## config.mk

```make
export PLATFORM = sky130hd
export DESIGN_NAME = mcc_console
export DESIGN_NICKNAME = d
export VERILOG_FILES = /design/src/design/mcc_pkg.sv /design/src/design/mcc_console.sv
export SDC_FILE = /design/constraint.sdc
export NUM_CORES = 1
export LEC_CHECK = 0
export ABC_CLOCK_PERIOD_IN_PS = 2100
export BUFFER_PORTS_ARGS = -buffer_cell sky130_fd_sc_hd__buf_2
export CORE_MARGIN = 2
export CORE_UTILIZATION = 40
export CTS_BUF_LIST = sky130_fd_sc_hd__clkbuf_8
export CTS_CLUSTER_DIAMETER = 200
export DETAILED_ROUTE_END_ITERATION = 10
export GPL_TIMING_DRIVEN = 0
export HOLD_SLACK_MARGIN = 0.05
export PLACE_DENSITY_LB_ADDON = 0.2
export SLEW_MARGIN = 30
export SYNTH_ARGS = -nofsm -noshare
export SYNTH_HDL_FRONTEND = slang
export SYNTH_SLANG_ARGS = --single-unit
export TNS_END_PERCENT = 30
```

## constraint.sdc

```tcl
create_clock -name clk -period 2.1 [get_ports clk]
set_clock_uncertainty 0.05 [all_clocks]
set_input_delay 0 -clock clk [delete_from_list [all_inputs] [get_ports clk]]
set_output_delay 0 -clock clk [all_outputs]
set_load 0.01 [all_outputs]
```

## src/design/mcc_pkg.sv

```systemverilog
// Purpose: Shared constants and carriers for the maintenance console.
// Assumes: 100 MHz system clock, APB register access.
// Notes:   Processor core, registers and memory sit outside this block.
//
// Functional notes
// - Lamps show selected value, bit by bit
// - Status low lamps, control bits high
// - Address switches give absolute address
// - Data switches give word to store
// - Start initialises core, loads counter, runs
// - Stop halts after instruction, keeps registers; console drops run at once, without waiting for instr_done
// - Continue resumes; release shows addressed word
// - Single step runs one; run continues
// - Reset halts and resets core, devices
// - Store writes data only in memory position
// - Store and display never advance address
// - Display latches register or memory word
// - Selector picks accumulator, counter, index registers, memory
// - Auto start repeats start every 2 ms
// - Auto display refreshes lamps every 2 ms
package mcc_pkg;

  // ------------------------------------------------------------
  // Timing
  // ------------------------------------------------------------
  localparam int unsigned CLK_MHZ      = 100;
  localparam int unsigned PERIOD_US    = 2000;
  localparam int unsigned DEBOUNCE_US  = 5;
  localparam int unsigned PERIOD_CYC   = PERIOD_US * CLK_MHZ;
  localparam int unsigned DEBOUNCE_CYC = DEBOUNCE_US * CLK_MHZ;

  // ------------------------------------------------------------
  // Register map and fields
  // ------------------------------------------------------------
  localparam logic [7:0] CTRL_OFF  = 8'h00;
  localparam logic [7:0] STAT_OFF  = 8'h04;
  localparam logic [7:0] LAMP_OFF  = 8'h08;
  localparam int         CTRL_EN   = 0;
  localparam int         CTRL_STS  = 1;
  localparam logic [1:0] CTRL_RST  = 2'h1;

  // ------------------------------------------------------------
  // Display selector and momentary switch positions
  // ------------------------------------------------------------
  localparam logic [2:0] SEL_ACCUM     = 3'h0;
  localparam logic [2:0] SEL_PROG_CNT  = 3'h1;
  localparam logic [2:0] SEL_INDEX_ONE = 3'h2;
  localparam logic [2:0] SEL_INDEX_TWO = 3'h3;
  localparam logic [2:0] SEL_MEM       = 3'h4;
  localparam int SW_START = 0;
  localparam int SW_STOP  = 1;
  localparam int SW_CONT  = 2;
  localparam int SW_RESET = 3;
  localparam int SW_STORE = 4;
  localparam int SW_DISP  = 5;
  localparam int SW_N     = 6;

  // ------------------------------------------------------------
  // Carriers
  // ------------------------------------------------------------
  typedef struct packed {
    logic        init;
    logic        counter_load;
    logic [15:0] counter_value;
    logic        run;
    logic        sys_reset;
  } mcc_core_cmd_type;

  typedef struct packed {
    logic        instr_done;
    logic [15:0] accumulator_reg;
    logic [15:0] program_counter;
    logic [15:0] index_reg_one;
    logic [15:0] index_reg_two;
    logic [7:0]  status_bits;
    logic [7:0]  control_block_bits;
  } mcc_core_stat_type;

  typedef struct packed {
    logic        req;
    logic        we;
    logic [15:0] addr;
    logic [15:0] wdata;
  } mcc_mem_cmd_type;

  typedef struct packed {
    logic        ack;
    logic [15:0] rdata;
  } mcc_mem_rsp_type;

endpackage

```

## src/design/mcc_console.sv

```systemverilog
// Purpose: Maintenance console control between operator panel and core.
// Assumes: Panel pins are asynchronous; core and memory share clk.
// Notes:   Display or store requests arriving while memory is busy are dropped.
//
// Chosen here: the APB register port and the register addresses.
`timescale 1ns/1ps
module mcc_console #(
  parameter int unsigned PERIOD_CYC = mcc_pkg::PERIOD_CYC
) (
  // Clock, reset, enable
  input  wire logic                       clk,
  input  wire logic                       rstn,
  input  wire logic                       ce,
  // APB slave
  input  wire logic [7:0]                 paddr,
  input  wire logic                       psel,
  input  wire logic                       penable,
  input  wire logic                       pwrite,
  input  wire logic [31:0]                pwdata,
  output      logic [31:0]                prdata,
  output      logic                       pready,
  output      logic                       pslverr,
  // Operator panel
  input  wire logic [mcc_pkg::SW_N-1:0]   sw_momentary,
  input  wire logic [15:0]                address_switches,
  input  wire logic [15:0]                data_switches,
  input  wire logic                       single_step_position,
  input  wire logic [2:0]                 display_select,
  input  wire logic                       auto_start_sw,
  input  wire logic                       auto_display_sw,
  output      logic [15:0]                lamps,
  // Processor core
  output      mcc_pkg::mcc_core_cmd_type  core_cmd,
  input  wire mcc_pkg::mcc_core_stat_type core_stat,
  // Main memory
  output      mcc_pkg::mcc_mem_cmd_type   mem_cmd,
  input  wire mcc_pkg::mcc_mem_rsp_type   mem_rsp
);

  localparam int PINW = mcc_pkg::SW_N + 38;
  localparam int DBW  = $clog2(mcc_pkg::DEBOUNCE_CYC);
  localparam int PW   = $clog2(PERIOD_CYC);

  typedef enum logic [1:0] {ST_IDLE, ST_RD, ST_WR} mcc_state_type;

  // ------------------------------------------------------------
  // Source picker
  // ------------------------------------------------------------
  function automatic logic [15:0] reg_pick(input logic [2:0] sel,
                                           input logic show_sts,
                                           input mcc_pkg::mcc_core_stat_type st);
    logic [15:0] v;
    v = 16'h0000;
    if (show_sts) begin
      v = {st.control_block_bits, st.status_bits};
    end else begin
      case (sel)
        mcc_pkg::SEL_ACCUM:     v = st.accumulator_reg;
        mcc_pkg::SEL_PROG_CNT:  v = st.program_counter;
        mcc_pkg::SEL_INDEX_ONE: v = st.index_reg_one;
        mcc_pkg::SEL_INDEX_TWO: v = st.index_reg_two;
        default:                v = 16'h0000;
      endcase
    end
    return v;
  endfunction

  // ------------------------------------------------------------
  // Pin synchronisers
  // ------------------------------------------------------------
  logic [PINW-1:0] pin_meta_q;
  logic [PINW-1:0] pin_sync_q;

  always_ff @(posedge clk or negedge rstn) begin
    if (!rstn) begin
      pin_meta_q <= '0;
      pin_sync_q <= '0;
    end else if (ce) begin
      pin_meta_q <= {sw_momentary, address_switches, data_switches, single_step_position,
                     display_select, auto_start_sw, auto_display_sw};
      pin_sync_q <= pin_meta_q;
    end
  end

  logic [mcc_pkg::SW_N-1:0] sw_s;
  logic [15:0]              addr_s;
  logic [15:0]              data_s;
  logic                     single_s;
  logic [2:0]               sel_s;
  logic                     astart_s;
  logic                     adisp_s;
  assign {sw_s, addr_s, data_s, single_s, sel_s, astart_s, adisp_s} = pin_sync_q;

  // ------------------------------------------------------------
  // Debounce and action pulses
  // ------------------------------------------------------------
  logic [DBW-1:0]           db_cnt_q [mcc_pkg::SW_N];
  logic [mcc_pkg::SW_N-1:0] deb_q;
  logic [mcc_pkg::SW_N-1:0] deb_prev_q;
  logic [mcc_pkg::SW_N-1:0] act_q;
  logic                     cont_rel_q;

  always_ff @(posedge clk or negedge rstn) begin
    if (!rstn) begin
      deb_q <= '0;
      for (int i = 0; i < mcc_pkg::SW_N; i++) begin
        db_cnt_q[i] <= '0;
      end
    end else if (ce) begin
      for (int i = 0; i < mcc_pkg::SW_N; i++) begin
        if (sw_s[i] == deb_q[i]) begin
          db_cnt_q[i] <= '0;
        end else if (db_cnt_q[i] == DBW'(mcc_pkg::DEBOUNCE_CYC - 1)) begin
          db_cnt_q[i] <= '0;
          deb_q[i]    <= sw_s[i];
        end else begin
          db_cnt_q[i] <= db_cnt_q[i] + 1'b1;
        end
      end
    end
  end

  always_ff @(posedge clk or negedge rstn) begin
    if (!rstn) begin
      deb_prev_q <= '0;
      act_q      <= '0;
      cont_rel_q <= 1'b0;
    end else if (ce) begin
      deb_prev_q <= deb_q;
      act_q      <= deb_q & ~deb_prev_q;
      cont_rel_q <= deb_prev_q[mcc_pkg::SW_CONT] & ~deb_q[mcc_pkg::SW_CONT];
    end
  end

  // ------------------------------------------------------------
  // Periodic tick
  // ------------------------------------------------------------
  logic [PW-1:0] period_cnt_q;
  logic          tick_q;

  always_ff @(posedge clk or negedge rstn) begin
    if (!rstn) begin
      period_cnt_q <= '0;
      tick_q       <= 1'b0;
    end else if (ce) begin
      tick_q <= (period_cnt_q == PW'(PERIOD_CYC - 1));
      if (period_cnt_q == PW'(PERIOD_CYC - 1)) begin
        period_cnt_q <= '0;
      end else begin
        period_cnt_q <= period_cnt_q + 1'b1;
      end
    end
  end

  // ------------------------------------------------------------
  // Run control
  // ------------------------------------------------------------
  logic [1:0] ctrl_q;
  logic       en;
  logic       do_reset;
  logic       do_stop;
  logic       do_start;
  logic       do_cont;

  assign en       = ctrl_q[mcc_pkg::CTRL_EN];
  assign do_reset = en & act_q[mcc_pkg::SW_RESET];
  assign do_stop  = en & act_q[mcc_pkg::SW_STOP] & ~do_reset;
  assign do_start = en & (act_q[mcc_pkg::SW_START] | (tick_q & astart_s))
                    & ~do_reset & ~do_stop;
  assign do_cont  = en & act_q[mcc_pkg::SW_CONT] & ~do_reset & ~do_stop & ~do_start;

  always_ff @(posedge clk or negedge rstn) begin
    if (!rstn) begin
      core_cmd <= '0;
    end else if (ce) begin
      core_cmd.init         <= 1'b0;
      core_cmd.counter_load <= 1'b0;
      core_cmd.sys_reset    <= 1'b0;
      if (do_reset) begin
        core_cmd.sys_reset <= 1'b1;
        core_cmd.run       <= 1'b0;
      end else if (do_stop) begin
        core_cmd.run <= 1'b0;
      end else if (do_start) begin
        core_cmd.init          <= 1'b1;
        core_cmd.counter_load  <= 1'b1;
        core_cmd.counter_value <= addr_s;
        core_cmd.run           <= 1'b1;
      end else if (do_cont) begin
        core_cmd.run <= 1'b1;
      end else if (core_cmd.run && single_s && core_stat.instr_done) begin
        core_cmd.run <= 1'b0;
      end
    end
  end

  // ------------------------------------------------------------
  // Store and display
  // ------------------------------------------------------------
  mcc_state_type state_q;
  logic          sel_mem;
  logic          disp_go;

  assign sel_mem = (sel_s == mcc_pkg::SEL_MEM);
  assign disp_go = en & (act_q[mcc_pkg::SW_DISP] | cont_rel_q | (tick_q & adisp_s));

  always_ff @(posedge clk or negedge rstn) begin
    if (!rstn) begin
      state_q <= ST_IDLE;
      mem_cmd <= '0;
      lamps   <= 16'h0000;
    end else if (ce) begin
      case (state_q)
        ST_IDLE: begin
          if (en && act_q[mcc_pkg::SW_STORE] && sel_mem) begin
            mem_cmd <= '{req: 1'b1, we: 1'b1, addr: addr_s, wdata: data_s};
            state_q <= ST_WR;
          end else if (disp_go && (sel_mem || cont_rel_q)) begin
            mem_cmd <= '{req: 1'b1, we: 1'b0, addr: addr_s, wdata: 16'h0000};
            state_q <= ST_RD;
          end else if (disp_go) begin
            lamps <= reg_pick(sel_s, ctrl_q[mcc_pkg::CTRL_STS], core_stat);
          end
        end
        ST_RD: begin
          if (mem_rsp.ack) begin
            lamps       <= mem_rsp.rdata;
            mem_cmd.req <= 1'b0;
            state_q     <= ST_IDLE;
          end
        end
        ST_WR: begin
          if (mem_rsp.ack) begin
            mem_cmd.req <= 1'b0;
            state_q     <= ST_IDLE;
          end
        end
        default: state_q <= ST_IDLE;
      endcase
    end
  end

  // ------------------------------------------------------------
  // APB slave, one wait state
  // ------------------------------------------------------------
  logic        apb_commit;
  logic [31:0] rd_val;

  assign apb_commit = psel & penable & pready;

  always_comb begin
    rd_val = 32'h0000_0000;
    case (paddr)
      mcc_pkg::CTRL_OFF: rd_val = {30'h0000_0000, ctrl_q};
      mcc_pkg::STAT_OFF: rd_val = {28'h000_0000, single_s, sel_mem, state_q != ST_IDLE,
                                   core_cmd.run};
      mcc_pkg::LAMP_OFF: rd_val = {16'h0000, lamps};
      default:           rd_val = 32'h0000_0000;
    endcase
  end

  always_ff @(posedge clk or negedge rstn) begin
    if (!rstn) begin
      pready  <= 1'b0;
      prdata  <= 32'h0000_0000;
      pslverr <= 1'b0;
      ctrl_q  <= mcc_pkg::CTRL_RST;
    end else if (ce) begin
      pready  <= psel & penable & ~pready;
      prdata  <= rd_val;
      pslverr <= (psel & penable & ~pready) &
                 ~(paddr == mcc_pkg::CTRL_OFF || paddr == mcc_pkg::STAT_OFF ||
                   paddr == mcc_pkg::LAMP_OFF);
      if (apb_commit && pwrite && paddr == mcc_pkg::CTRL_OFF) begin
        ctrl_q <= pwdata[1:0];
      end
    end
  end

  // ------------------------------------------------------------
  // Checks
  // ------------------------------------------------------------
  a_reset_halts:
    assert property (@(posedge clk) disable iff (!rstn)
      ce && do_reset |=> core_cmd.sys_reset && !core_cmd.run)
    else $error("reset action did not halt and reset core");

  a_start_loads:
    assert property (@(posedge clk) disable iff (!rstn)
      ce && do_start |=> core_cmd.init && core_cmd.counter_load && core_cmd.run
                         && core_cmd.counter_value == $past(addr_s))
    else $error("start did not load address into program counter");

  a_stop_halts:
    assert property (@(posedge clk) disable iff (!rstn)
      ce && do_stop |=> !core_cmd.run && !core_cmd.sys_reset)
    else $error("stop did not halt without reset");

  a_single_once:
    assert property (@(posedge clk) disable iff (!rstn)
      ce && core_cmd.run && single_s && core_stat.instr_done
      && !do_start && !do_cont |=> !core_cmd.run)
    else $error("single step allowed more than one instruction");

  a_store_mem_only:
    assert property (@(posedge clk) disable iff (!rstn)
      $rose(mem_cmd.req && mem_cmd.we) |-> $past(sel_mem) && $past(act_q[mcc_pkg::SW_STORE]))
    else $error("store issued outside memory position");

  a_addr_holds:
    assert property (@(posedge clk) disable iff (!rstn)
      mem_cmd.req && !mem_rsp.ack |=> $stable(mem_cmd.addr) && mem_cmd.req)
    else $error("memory address changed during access");

  a_pulse_once:
    assert property (@(posedge clk) disable iff (!rstn)
      ce && act_q[mcc_pkg::SW_START] |=> !act_q[mcc_pkg::SW_START])
    else $error("start action pulse longer than one cycle");

  a_cont_shows_mem:
    assert property (@(posedge clk) disable iff (!rstn)
      ce && en && cont_rel_q && state_q == ST_IDLE && !act_q[mcc_pkg::SW_STORE]
      |=> mem_cmd.req && !mem_cmd.we && mem_cmd.addr == $past(addr_s))
    else $error("continue release did not fetch addressed word");

  a_lamp_latch:
    assert property (@(posedge clk) disable iff (!rstn)
      ce && state_q == ST_RD && mem_rsp.ack |=> lamps == $past(mem_rsp.rdata))
    else $error("lamps do not show fetched word");

  a_status_lamps:
    assert property (@(posedge clk) disable iff (!rstn)
      ce && disp_go && state_q == ST_IDLE && !sel_mem && !cont_rel_q
      && !act_q[mcc_pkg::SW_STORE] && ctrl_q[mcc_pkg::CTRL_STS]
      |=> lamps == {$past(core_stat.control_block_bits), $past(core_stat.status_bits)})
    else $error("status bits not placed on lamps");

endmodule

```

==> flow_summary.yaml, run 1 <==
global_route:
  grt_usage_pct: 21.6
  use_met3_pct: 4.98
  grt_use_met1_pct: 30.6
  grt_pass1_wl_mm: 56.1
  grt_pass1_vias: 10200
  grt-ovfl-total: 0
  top_usage_layer: "met2"
  antenna_found_initial: 2
  gr-usage-met2_pct: 32.9
  grt_max_degree: 89
synthesis:
  async_flop_share_pct: 100
  synth_seq_cells: 271
  synth_ff_type: "dfrtp_1"
  netlist_area_um2: 12300
  synth_warnings: 0
  syn_avg_cell_area_um2: 12.5
  yosysSeqAreaShare_pct: 55.1
  synth_cells: 989
  synthDistinctLibCells: 60
  synth_edf_count: 0
  synth_top_area_cell: "dfrtp_1"
  synth.area.top_cells: "dfrtp_1 55%, mux2_2 12%, a22o_1 3.7%"
  yosys.area.top_type_share_pct: 54.9
sta:
  worst_slew_pin_slew_ns: 0.831
  fin_crit_sh_pct: 99.4
  slew_headroom_pct: 44.6
  rsz0062_at_grt: "true"
  layout_setup_ws_ns: 0.0121
  finalHoldViolCount: 0
  max_clock_freq_ghz: 0.479
  setup_viol: 0
  drv_slew: 0
  timing.setup.tns_ns: 0
  min_period_ns: 2.09
worst_setup_path:
  critPathMaxFanout: 7
  arrival_ns: 2.48
  start_kind: "flip-flop"
  reg2reg_slack_ns: 0.01
  crit_required_ns: 2.49
  endpoint_kind: "flip-flop"
  ff2ff_path_depth: 6
  worst-setup-path-type: "reg -> reg"
floorplanning:
  core_um2: 30400
  initial_core_util_pct: 40.5
  dieWidth_um: 179
  rows: 64
  pin_count: 292
  die_h_um: 179
  dieArea_um2: 32200
cts:
  htree_num_levels: 2
  cts-root-buf: "clkbuf_8"
  clk_pin_slew_ns: 0.06
  cts.sinks: 271
  clk_path_buf_depth: 3
  clkLatencyLatePin_ns: 0.55
  cts_buffers: 46
  cts_tree: "done"
placed_design:
  portBuffers: 244
  post-dp-hpwl_mm: 23.8
  routabilityCongestion: 1.00
  place_ws_ns: -0.534
  placed_cells: 1647
route:
  drc: 0
  first_iter_violations: 559
  dr.pass1.iters: 5
  via_per_inst: 5.20
  wl_per_cell_um: 18.5
  routed_wirelength_mm: 35.1
  route.vias.total: 9904
  ant_nets: 0
cells_and_area:
  fin_cells: 1904
  nets: 1671
  syn2layout_area_growth_pct: 37.9
  drive_gt1_share_pct: 35.7
hold_path:
  hold_depth: 4
  hold_path.class: "in -> reg"
power_and_ir_drop:
  leakage_nw: 8.33
  power_density_nw_per_um2: 747
  ir_drop_v: 0.000494
status:
  run_status: "complete, no violations"
job:
  drv_cap: 0
[cells by family (layout without fill, tap and decap cells)]
kind of cell / Yosys count / after routing / share of synthesized area, %
xor+xnor: 27 / 27 / 1.92
flops: 271 / 271 / 55.1
fa+ha+maj: 10 / 10 / 1.02
buf+inv: 92 / 594 / 3.63
mux: 161 / 161 / 16.1
compound gates: 206 / 206 / 12.3
other cells: 1 / 18 / 0.0305
simple gates: 221 / 221 / 9.89
[registers in the layout (all words and copies together), names as in the netlist]
| name | cells |
|---|---|
| act_q | 6 |
| cont_rel_q | 1 |
| core_cmd | 19 |
| ctrl_q | 2 |
| db_cnt_q | 54 |
| deb_prev_q | 6 |
| deb_q | 6 |
| lamps | 16 |
| mem_cmd | 34 |
| period_cnt_q | 18 |
| pin_meta_q | 44 |
| pin_sync_q | 44 |
| prdata | 16 |
| pready | 1 |
| pslverr | 1 |
| state_q | 2 |
| tick_q | 1 |
[path summary, 6_finish.rpt]
kind,endpoint,start
worst max register to register,mem_cmd[14],pin_sync_q[3]
worst max-delay path,mem_cmd[14],pin_sync_q[3]
min in group asynchronous,period_cnt_q[13],rstn
max in group asynchronous,ctrl_q[0],rstn
worst min-delay path,lamps[15],core_stat[31]
worst min register to register,period_cnt_q[17],period_cnt_q[17]
[cell usage after synthesis, drive strengths merged (9+ instances only)]
master,n
dfrtp,270
mux2,136
nand2,55
a22o,52
o21ai,50
clkbuf,38
buf,30
nor2,29
a21o,27
inv,24
a21oi,23
nand3,20
nand4,18
a221o,17
nor3,17
mux4,16
nor4,15
o2bb2ai,15
xnor2,15
and3,14
xor2,12
ha,10
mux2i,9
nor3b,9
[what timing repair did]
action / in CTS / in global routing
resized for setup: 23 / 20
buffers inserted: 10 / 9
hold buffers: 157 / 2
hold endpoints to repair: 343 / 2
gates cloned: 0 / 1
setup endpoints to repair: 77 / 73
pin swaps: 5 / 13
[routing by layer]
metal / routed length [µm] / vias up / share of wire [%]
met5: 14 / - / 0.040
met4: 862 / 2 / 2.5
met3: 1940 / 77 / 5.5
met2: 15900 / 299 / 45
met1: 16400 / 4915 / 47
li1: - / 4611 / -
[power breakdown]
part	internal, mW	switching (mW)
Clock	2.44	2.13
Sequential	5.66	0.371
Combinational	1.11	0.963
Total	9.21	3.47
[worst max-delay path: stages (launching register included)]
cell and delay (ns):
dfrtp_1 0.37, buf_6 0.13, or3b_4 0.41, a2bb2oi_4 0.20
or3_4 0.43, clkbuf_16 0.19, a22o_1 0.20
[layout make-up]
| type | count | area (µm²) |
|---|---|---|
| Timing Repair Buffer | 426 | 3110 |
| Sequential cell | 271 | 6780 |
| Buffer | 63 | 360 |
| Clock inverter | 24 | 108 |
| Fill cell | 2649 | 13500 |
| Tap cell | 396 | 495 |
| Inverter | 24 | 90.1 |
| Clock buffer | 57 | 785 |
| Multi-Input combinational cell | 641 | 5240 |
| Antenna cell | 2 | 5.00 |
[metrics by stage]
step	total power [mW]	cell area, µm²	utilization (%)	hold WS [ns]
after detailed placement	7.84	14200	46.6	-0.135
after floorplan	7.07	12400	-	-0.346
after CTS	12.7	16800	55.3	-0.188
final	12.7	17000	55.8	0.0830
after global routing	13.3	17000	55.8	0.0766
after global placement	7.78	14100	46.3	0.182
[cell usage in the layout (no fill, tap or decap), types with 14 or more instances in the layout]
master	count
o2bb2ai_1	15
nor2_1	28
a21oi_1	23
dfrtp_1	269
nand3_1	20
inv_1	41
xnor2_1	15
nand2_1	55
a21o_1	26
buf_4	36
and3_1	14
nor3_1	15
buf_2	244
mux2_2	136
mux4_2	16
conb_1	16
clkbuf_1	27
o21ai_0	48
dlygate4sd3_1	158
clkbuf_8	57
nand4_1	18
a22o_1	52
a221o_1	17
(Power assumes the default switching activity.)
==> run 2: changes to the inputs <==
--- a/config.mk
+++ b/config.mk
@@ -7,6 +7,7 @@
 export LEC_CHECK = 0
 export ABC_CLOCK_PERIOD_IN_PS = 2100
 export BUFFER_PORTS_ARGS = -buffer_cell sky130_fd_sc_hd__buf_2
+export CAP_MARGIN = 5
 export CORE_MARGIN = 2
 export CORE_UTILIZATION = 40
 export CTS_BUF_LIST = sky130_fd_sc_hd__clkbuf_8
@@ -15,6 +16,7 @@
 export GPL_TIMING_DRIVEN = 0
 export HOLD_SLACK_MARGIN = 0.05
 export PLACE_DENSITY_LB_ADDON = 0.2
+export RECOVER_POWER = 100
 export SLEW_MARGIN = 30
 export SYNTH_ARGS = -nofsm -noshare
 export SYNTH_HDL_FRONTEND = slang
==> run 2 against run 1 <==
Against the previous run:
- first-iteration DRC count fell by 11%
- flip-flop and latch count is the same
- total power decreased by 0.33%
- via count about the same
- maximum frequency up 0.22%
- setup slack improved by 0.0046 ns
- critical path depth stayed put
- non-clock buffer count unchanged
- sequential share of layout area rose by 0.40 points
- combinational power decreased by 2%
- largest power group unchanged
==> flow_summary.yaml, run 2 (synthesized netlist as in run 1, its figures left out) <==
sta:
  rsz0062_at_grt: "true"
  setup_viol: 0
  finalHoldViolCount: 0
  min_period_ns: 2.08
  worst_slew_pin_slew_ns: 1.10
  slew_headroom_pct: 26.6
  fin_crit_sh_pct: 99.2
  max_clock_freq_ghz: 0.480
  timing.setup.tns_ns: 0
  drv_slew: 0
route:
  wl_per_cell_um: 18.5
  first_iter_violations: 497
  dr.pass1.iters: 5
  ant_nets: 0
  via_per_inst: 5.20
  route.vias.total: 9906
  drc: 0
  routed_wirelength_mm: 35.2
cts:
  clk_pin_slew_ns: 0.06
  htree_num_levels: 2
  clkLatencyLatePin_ns: 0.56
  cts.sinks: 271
  cts-root-buf: "clkbuf_8"
  cts_buffers: 46
  cts_tree: "done"
  clk_path_buf_depth: 3
worst_setup_path:
  critPathMaxFanout: 7
  reg2reg_slack_ns: 0.02
  worst-setup-path-type: "reg -> reg"
  worstPathCellList: "buf_6 > or3b_4 > a2bb2oi_4 > or3_4 > clkbuf_16 > a22o_1"
  start_kind: "flip-flop"
  crit_required_ns: 2.49
  endpoint_kind: "flip-flop"
  cp_slowest_cell: "or3_4"
  crit_path_max_incr_delay_ns: 0.42
  arrival_ns: 2.48
cells_and_area:
  utilization_pct: 55.2
  layout_common_cells: "269 x dfrtp_1, 160 x buf_2, 158 x dlygate4sd3_1, 136 x mux2_2, 111 x clkbuf_1"
  fin_cells: 1904
  largest_reg_flops: 54
  drive_gt1_share_pct: 30.1
  syn2layout_area_growth_pct: 36.5
  layout.cells.most_common: "dfrtp_1"
  top_register: "db_cnt_q"
  nets: 1671
  reg_top3: "db_cnt_q (54), pin_meta_q (44), pin_sync_q (44)"
  fill_cells: 2699
power_and_ir_drop:
  leakage_nw: 7.95
  power_density_nw_per_um2: 752
  ir_drop_v: 0.000498
  power.internal_mw: 9.18
  p_sw_mw: 3.46
  pwr-share-comb_pct: 16.0
  seq_power_share_pct: 47.7
  p_total_mw: 12.6
  p_clk_share_pct: 36.2
  p_sw_share_pct: 27.4
global_route:
  grt_usage_pct: 21.6
  grt_pass1_vias: 10200
  grt-ovfl-total: 0
  grt_pass1_wl_mm: 56.1
  antenna_found_initial: 2
  grt_max_degree: 89
floorplanning:
  dieWidth_um: 179
  pin_count: 292
  dieArea_um2: 32200
  core_um2: 30400
  rows: 64
  initial_core_util_pct: 40.5
  die_h_um: 179
placed_design:
  post-dp-hpwl_mm: 23.8
  routabilityCongestion: 1.00
  placed_cells: 1647
  portBuffers: 244
status:
  run_status: "complete, no violations"
job:
  drv_cap: 0
hold_path:
  hold_path.class: "in -> reg"
## run 2: cell count changes in the layout (fill, tap and decap cells not counted)
| cell | before | now |
|---|---|---|
| buf_2 | 244 | 160 |
| clkbuf_1 | 27 | 111 |
| buf_16 | 3 | 1 |
| clkbuf_2 | 8 | 10 |
| buf_12 | 3 | 2 |
| buf_4 | 36 | 37 |
| buf_8 | 3 | 2 |
| clkbuf_4 | 1 | 2 |
## run 2: metrics by stage
step                hold slack (ns)  worst slack [ns]  cell area [µm²]
floorplan                    -0.346            0.0149            12400
global placement              0.182             -4.11            14100
detailed placement           -0.135            -0.534            14200
CTS                          -0.188          -0.00651            16800
global route                 0.0766           -0.0592            16800
finish                       0.0797            0.0167            16800
## run 2: repair_timing
action | in CTS | in global routing
hold endpoints to repair | 343 | 2
buffers inserted | 10 | 9
hold buffers | 157 | 2
resized for setup | 23 | 20
setup endpoints to repair | 77 | 73
pin swaps | 5 | 13
gates cloned | 0 | 1
## run 2: worst max-delay path: cells and delay by family (launching register included)
family / cells / cell delay, ns
buffers and inverters: 2 / 0.32
AOI/OAI and AO/OA: 2 / 0.40
and+or+nand+nor: 2 / 0.83
DFF: 1 / 0.37
## run 2: layout make-up
| cell class | instances | area (µm²) | share of cell area, % |
|---|---|---|---|
| timing repair buffer | 426 | 2940 | 17.5 |
| clock buffer | 57 | 785 | 4.67 |
| tap | 396 | 495 | 2.95 |
| sequential | 271 | 6780 | 40.4 |
| antenna | 2 | 5.00 | 0.0298 |
| buffer | 63 | 360 | 2.14 |
| multi-input combinational | 641 | 5240 | 31.2 |
| clock inverter | 24 | 108 | 0.640 |
| inverter | 24 | 90.1 | 0.536 |
## run 2: path summary, 6_finish.rpt
path                                       start                to  cells after the start
worst max-delay path               pin_sync_q[3]       mem_cmd[14]                      6
worst min-delay path               core_stat[21]          lamps[5]                      4
worst max register to register     pin_sync_q[3]       mem_cmd[14]                      6
worst min register to register  period_cnt_q[17]  period_cnt_q[17]                      1
max in group asynchronous                   rstn      core_cmd[13]                      4
min in group asynchronous                   rstn  period_cnt_q[16]                      4
## run 2: per-layer routing
layer  wire (µm)  track usage [%]
met1       16400             30.6
met2       15900             32.9
met3        2030             4.98
met4         822             7.06
met5          14                0
## run 2: power by group through the flow
stage	logic, mW	registers [mW]	clock network, mW
floorplan	1.02	6.05	0
global placement	1.68	6.10	0
detailed placement	1.73	6.11	0
CTS	2.01	6.02	4.71
global route	2.21	6.10	4.97
finish	2.03	6.03	4.58
==> run 3: changes to the inputs <==
--- a/config.mk
+++ b/config.mk
@@ -8,7 +8,6 @@
 export ABC_CLOCK_PERIOD_IN_PS = 2100
 export BUFFER_PORTS_ARGS = -buffer_cell sky130_fd_sc_hd__buf_2
 export CAP_MARGIN = 5
-export CORE_MARGIN = 2
 export CORE_UTILIZATION = 40
 export CTS_BUF_LIST = sky130_fd_sc_hd__clkbuf_8
 export CTS_CLUSTER_DIAMETER = 200
@@ -17,6 +16,7 @@
 export HOLD_SLACK_MARGIN = 0.05
 export PLACE_DENSITY_LB_ADDON = 0.2
 export RECOVER_POWER = 100
+export SETUP_SLACK_MARGIN = 0.3
 export SLEW_MARGIN = 30
 export SYNTH_ARGS = -nofsm -noshare
 export SYNTH_HDL_FRONTEND = slang
==> run 3 against run 2 <==
Against the previous run:
- highest routed layer unchanged
- worst hold slack got worse by 0.024 ns
- the run now ends with negative setup slack left
- critical path depth increased by 1
- critical endpoint is now mem_cmd[24]
- critical path type unchanged
- largest power group unchanged
- wire length increased by 2.5%
==> flow_summary.yaml, run 3 (synthesized netlist as in run 1, its figures left out) <==
status:
  run_status: "finished with violations"
  violations: "negative setup slack"
placed_design:
  place_ws_ns: -0.672
  dpl-instance-area_um2: 14200
  routabilityCongestion: 0.812
  portBuffers: 244
  post-dp-hpwl_mm: 23.0
cts:
  cts_buffers: 47
  cts_tree: "done"
  clk_pin_slew_ns: 0.06
  htree_num_levels: 2
  clkLatencyLatePin_ns: 0.59
  cts.sinks: 271
  clk_path_buf_depth: 3
  cts-root-buf: "clkbuf_8"
power_and_ir_drop:
  leakage_nw: 8.18
  seq_power_share_pct: 44.8
  p_clk_share_pct: 38.9
  pwr-share-comb_pct: 16.3
  power_density_nw_per_um2: 773
  p_sw_share_pct: 26.9
  power.internal_mw: 9.85
  p_sw_mw: 3.63
  ir_drop_v: 0.000823
  p_total_mw: 13.5
global_route:
  grt_max_degree: 84
  use_met3_pct: 5.68
  grt_pass1_vias: 10300
  grt_use_met1_pct: 30.0
  grt_usage_pct: 22.6
  gr-usage-met2_pct: 35.9
  grt-ovfl-total: 0
  top_usage_layer: "met2"
  antenna_found_initial: 3
  grt_pass1_wl_mm: 56.2
sta:
  drv_slew: 0
  setup_viol: 18
  fin_crit_sh_pct: 102
  finalHoldViolCount: 0
  rsz0062_at_grt: "true"
  worst_slew_pin_slew_ns: 0.928
  slew_headroom_pct: 38.1
  min_period_ns: 2.14
  max_clock_freq_ghz: 0.468
  layout_setup_ws_ns: -0.0358
worst_setup_path:
  worstPathCellList: "buf_8 > or3b_4 > a2bb2oi_4 > buf_6 > nor3_4 > buf_6 > mux2_4"
  start_kind: "flip-flop"
  crit_top_cell: "buf_6"
  cp_slowest_cell: "or3b_4"
  arrival_ns: 2.53
  crit_path_max_incr_delay_ns: 0.43
  worst-setup-path-type: "reg -> reg"
  endpoint_kind: "flip-flop"
  critPathMaxFanout: 5
  crit_required_ns: 2.49
cells_and_area:
  reg_top3: "db_cnt_q (54), pin_meta_q (44), pin_sync_q (44)"
  fill_cells: 2512
  layout.cells.most_common: "dfrtp_1"
  largest_reg_flops: 54
  final_area_um2: 17400
  nets: 1697
  drive_gt1_share_pct: 32.2
  syn2layout_area_growth_pct: 41.7
  top_register: "db_cnt_q"
  layout_common_cells: "264 x dfrtp_1, 158 x dlygate4sd3_1, 156 x buf_2, 120 x clkbuf_1, 113 x mux2_2"
route:
  ant_nets: 0
  first_iter_violations: 559
  route.vias.total: 10200
  wl_per_cell_um: 18.7
  via_per_inst: 5.32
  dr.pass1.iters: 5
  routed_wirelength_mm: 36.1
  drc: 0
hold_path:
  hold_path.class: "in -> reg"
floorplanning:
  rows: 63
  dieArea_um2: 31500
  die_h_um: 177
  initial_core_util_pct: 41.1
  dieWidth_um: 177
  pin_count: 292
  core_um2: 30000
job:
  drv_cap: 0
-- run 3: changes by cell type in the layout (fill, tap and decap cells not counted), sizes merged --
cell,change
clkinvlp,-1
bufinv,+3
buf,+13
diode,+1
clkinv,+4
clkbuf,+14
inv,-7
dlymetal6s4s,+2
-- run 3: power by group through the flow --
stage                     Combinational [mW]  Sequential (mW)  Clock [mW]
after floorplan                         1.02             6.05           0
after global placement                  1.66             6.09           0
after global routing                    2.38             6.10        5.63
after detailed placement                1.71             6.11           0
after CTS                               2.21             6.03        5.39
final                                   2.19             6.04        5.24
-- run 3: worst max-delay path, delay by kind of cell, from the launching register on --
kind	cells	cell delay [ns]
flip-flops	1	0.38
AO/OA/AOI/OAI	1	0.16
AND/OR/NAND/NOR	2	0.67
buffers and inverters	3	0.44
multiplexers	1	0.30
-- run 3: timing repair --
| item | CTS | global route |
|---|---|---|
| endpoints found under the hold margin | 267 | 0 |
| hold buffers | 160 | 0 |
| pin swaps | 66 | 39 |
| endpoints found under the setup margin | 131 | 220 |
| resized for setup | 104 | 67 |
| cloned | 4 | 0 |
| buffers inserted | 26 | 9 |
-- run 3: area by class of cell --
| type | instances | area, µm² | share of cell area, % |
|---|---|---|---|
| timing repair buffer | 446 | 3200 | 18.3 |
| tap | 390 | 488 | 2.80 |
| inverter | 24 | 90.1 | 0.516 |
| buffer | 68 | 440 | 2.52 |
| clock inverter | 23 | 206 | 1.18 |
| antenna | 3 | 7.51 | 0.0430 |
| clock buffer | 61 | 840 | 4.81 |
| multi-input combinational | 641 | 5390 | 30.9 |
| sequential | 271 | 6790 | 38.9 |
-- run 3: worst paths after layout --
check,start,end,slack (ns),cells after the start
max,pin_sync_q[2],mem_cmd[24],-0.04,7
min,paddr[1],prdata[1],0.06,5
max reg2reg,pin_sync_q[2],mem_cmd[24],-0.04,7
min reg2reg,pin_sync_q[16],mem_cmd[10],0.43,1
max in group asynchronous,rstn,mem_cmd[26],0.34,4
min in group asynchronous,rstn,db_cnt_q[49],0.41,3
-- run 3: per-stage QoR --
step | instances | hold slack (ns) | util [%] | TNS (ns)
floorplan | 1004 | -0.346 | - | 0
global placement | 1638 | 0.183 | 47.2 | -1152.55
detailed placement | 1641 | -0.0684 | 47.5 | -42.25
CTS | 1915 | 0.0776 | 58.6 | -0.147
global route | 1926 | 0.0646 | 58.2 | -0.603
finish | 1927 | 0.0557 | 58.2 | -0.340
-- run 3: layer usage --
metal | vias up | wire, µm
li1 | 4672 | -
met1 | 5078 | 15700
met2 | 379 | 16800
met3 | 113 | 2480
met4 | 2 | 1140
met5 | - | 11
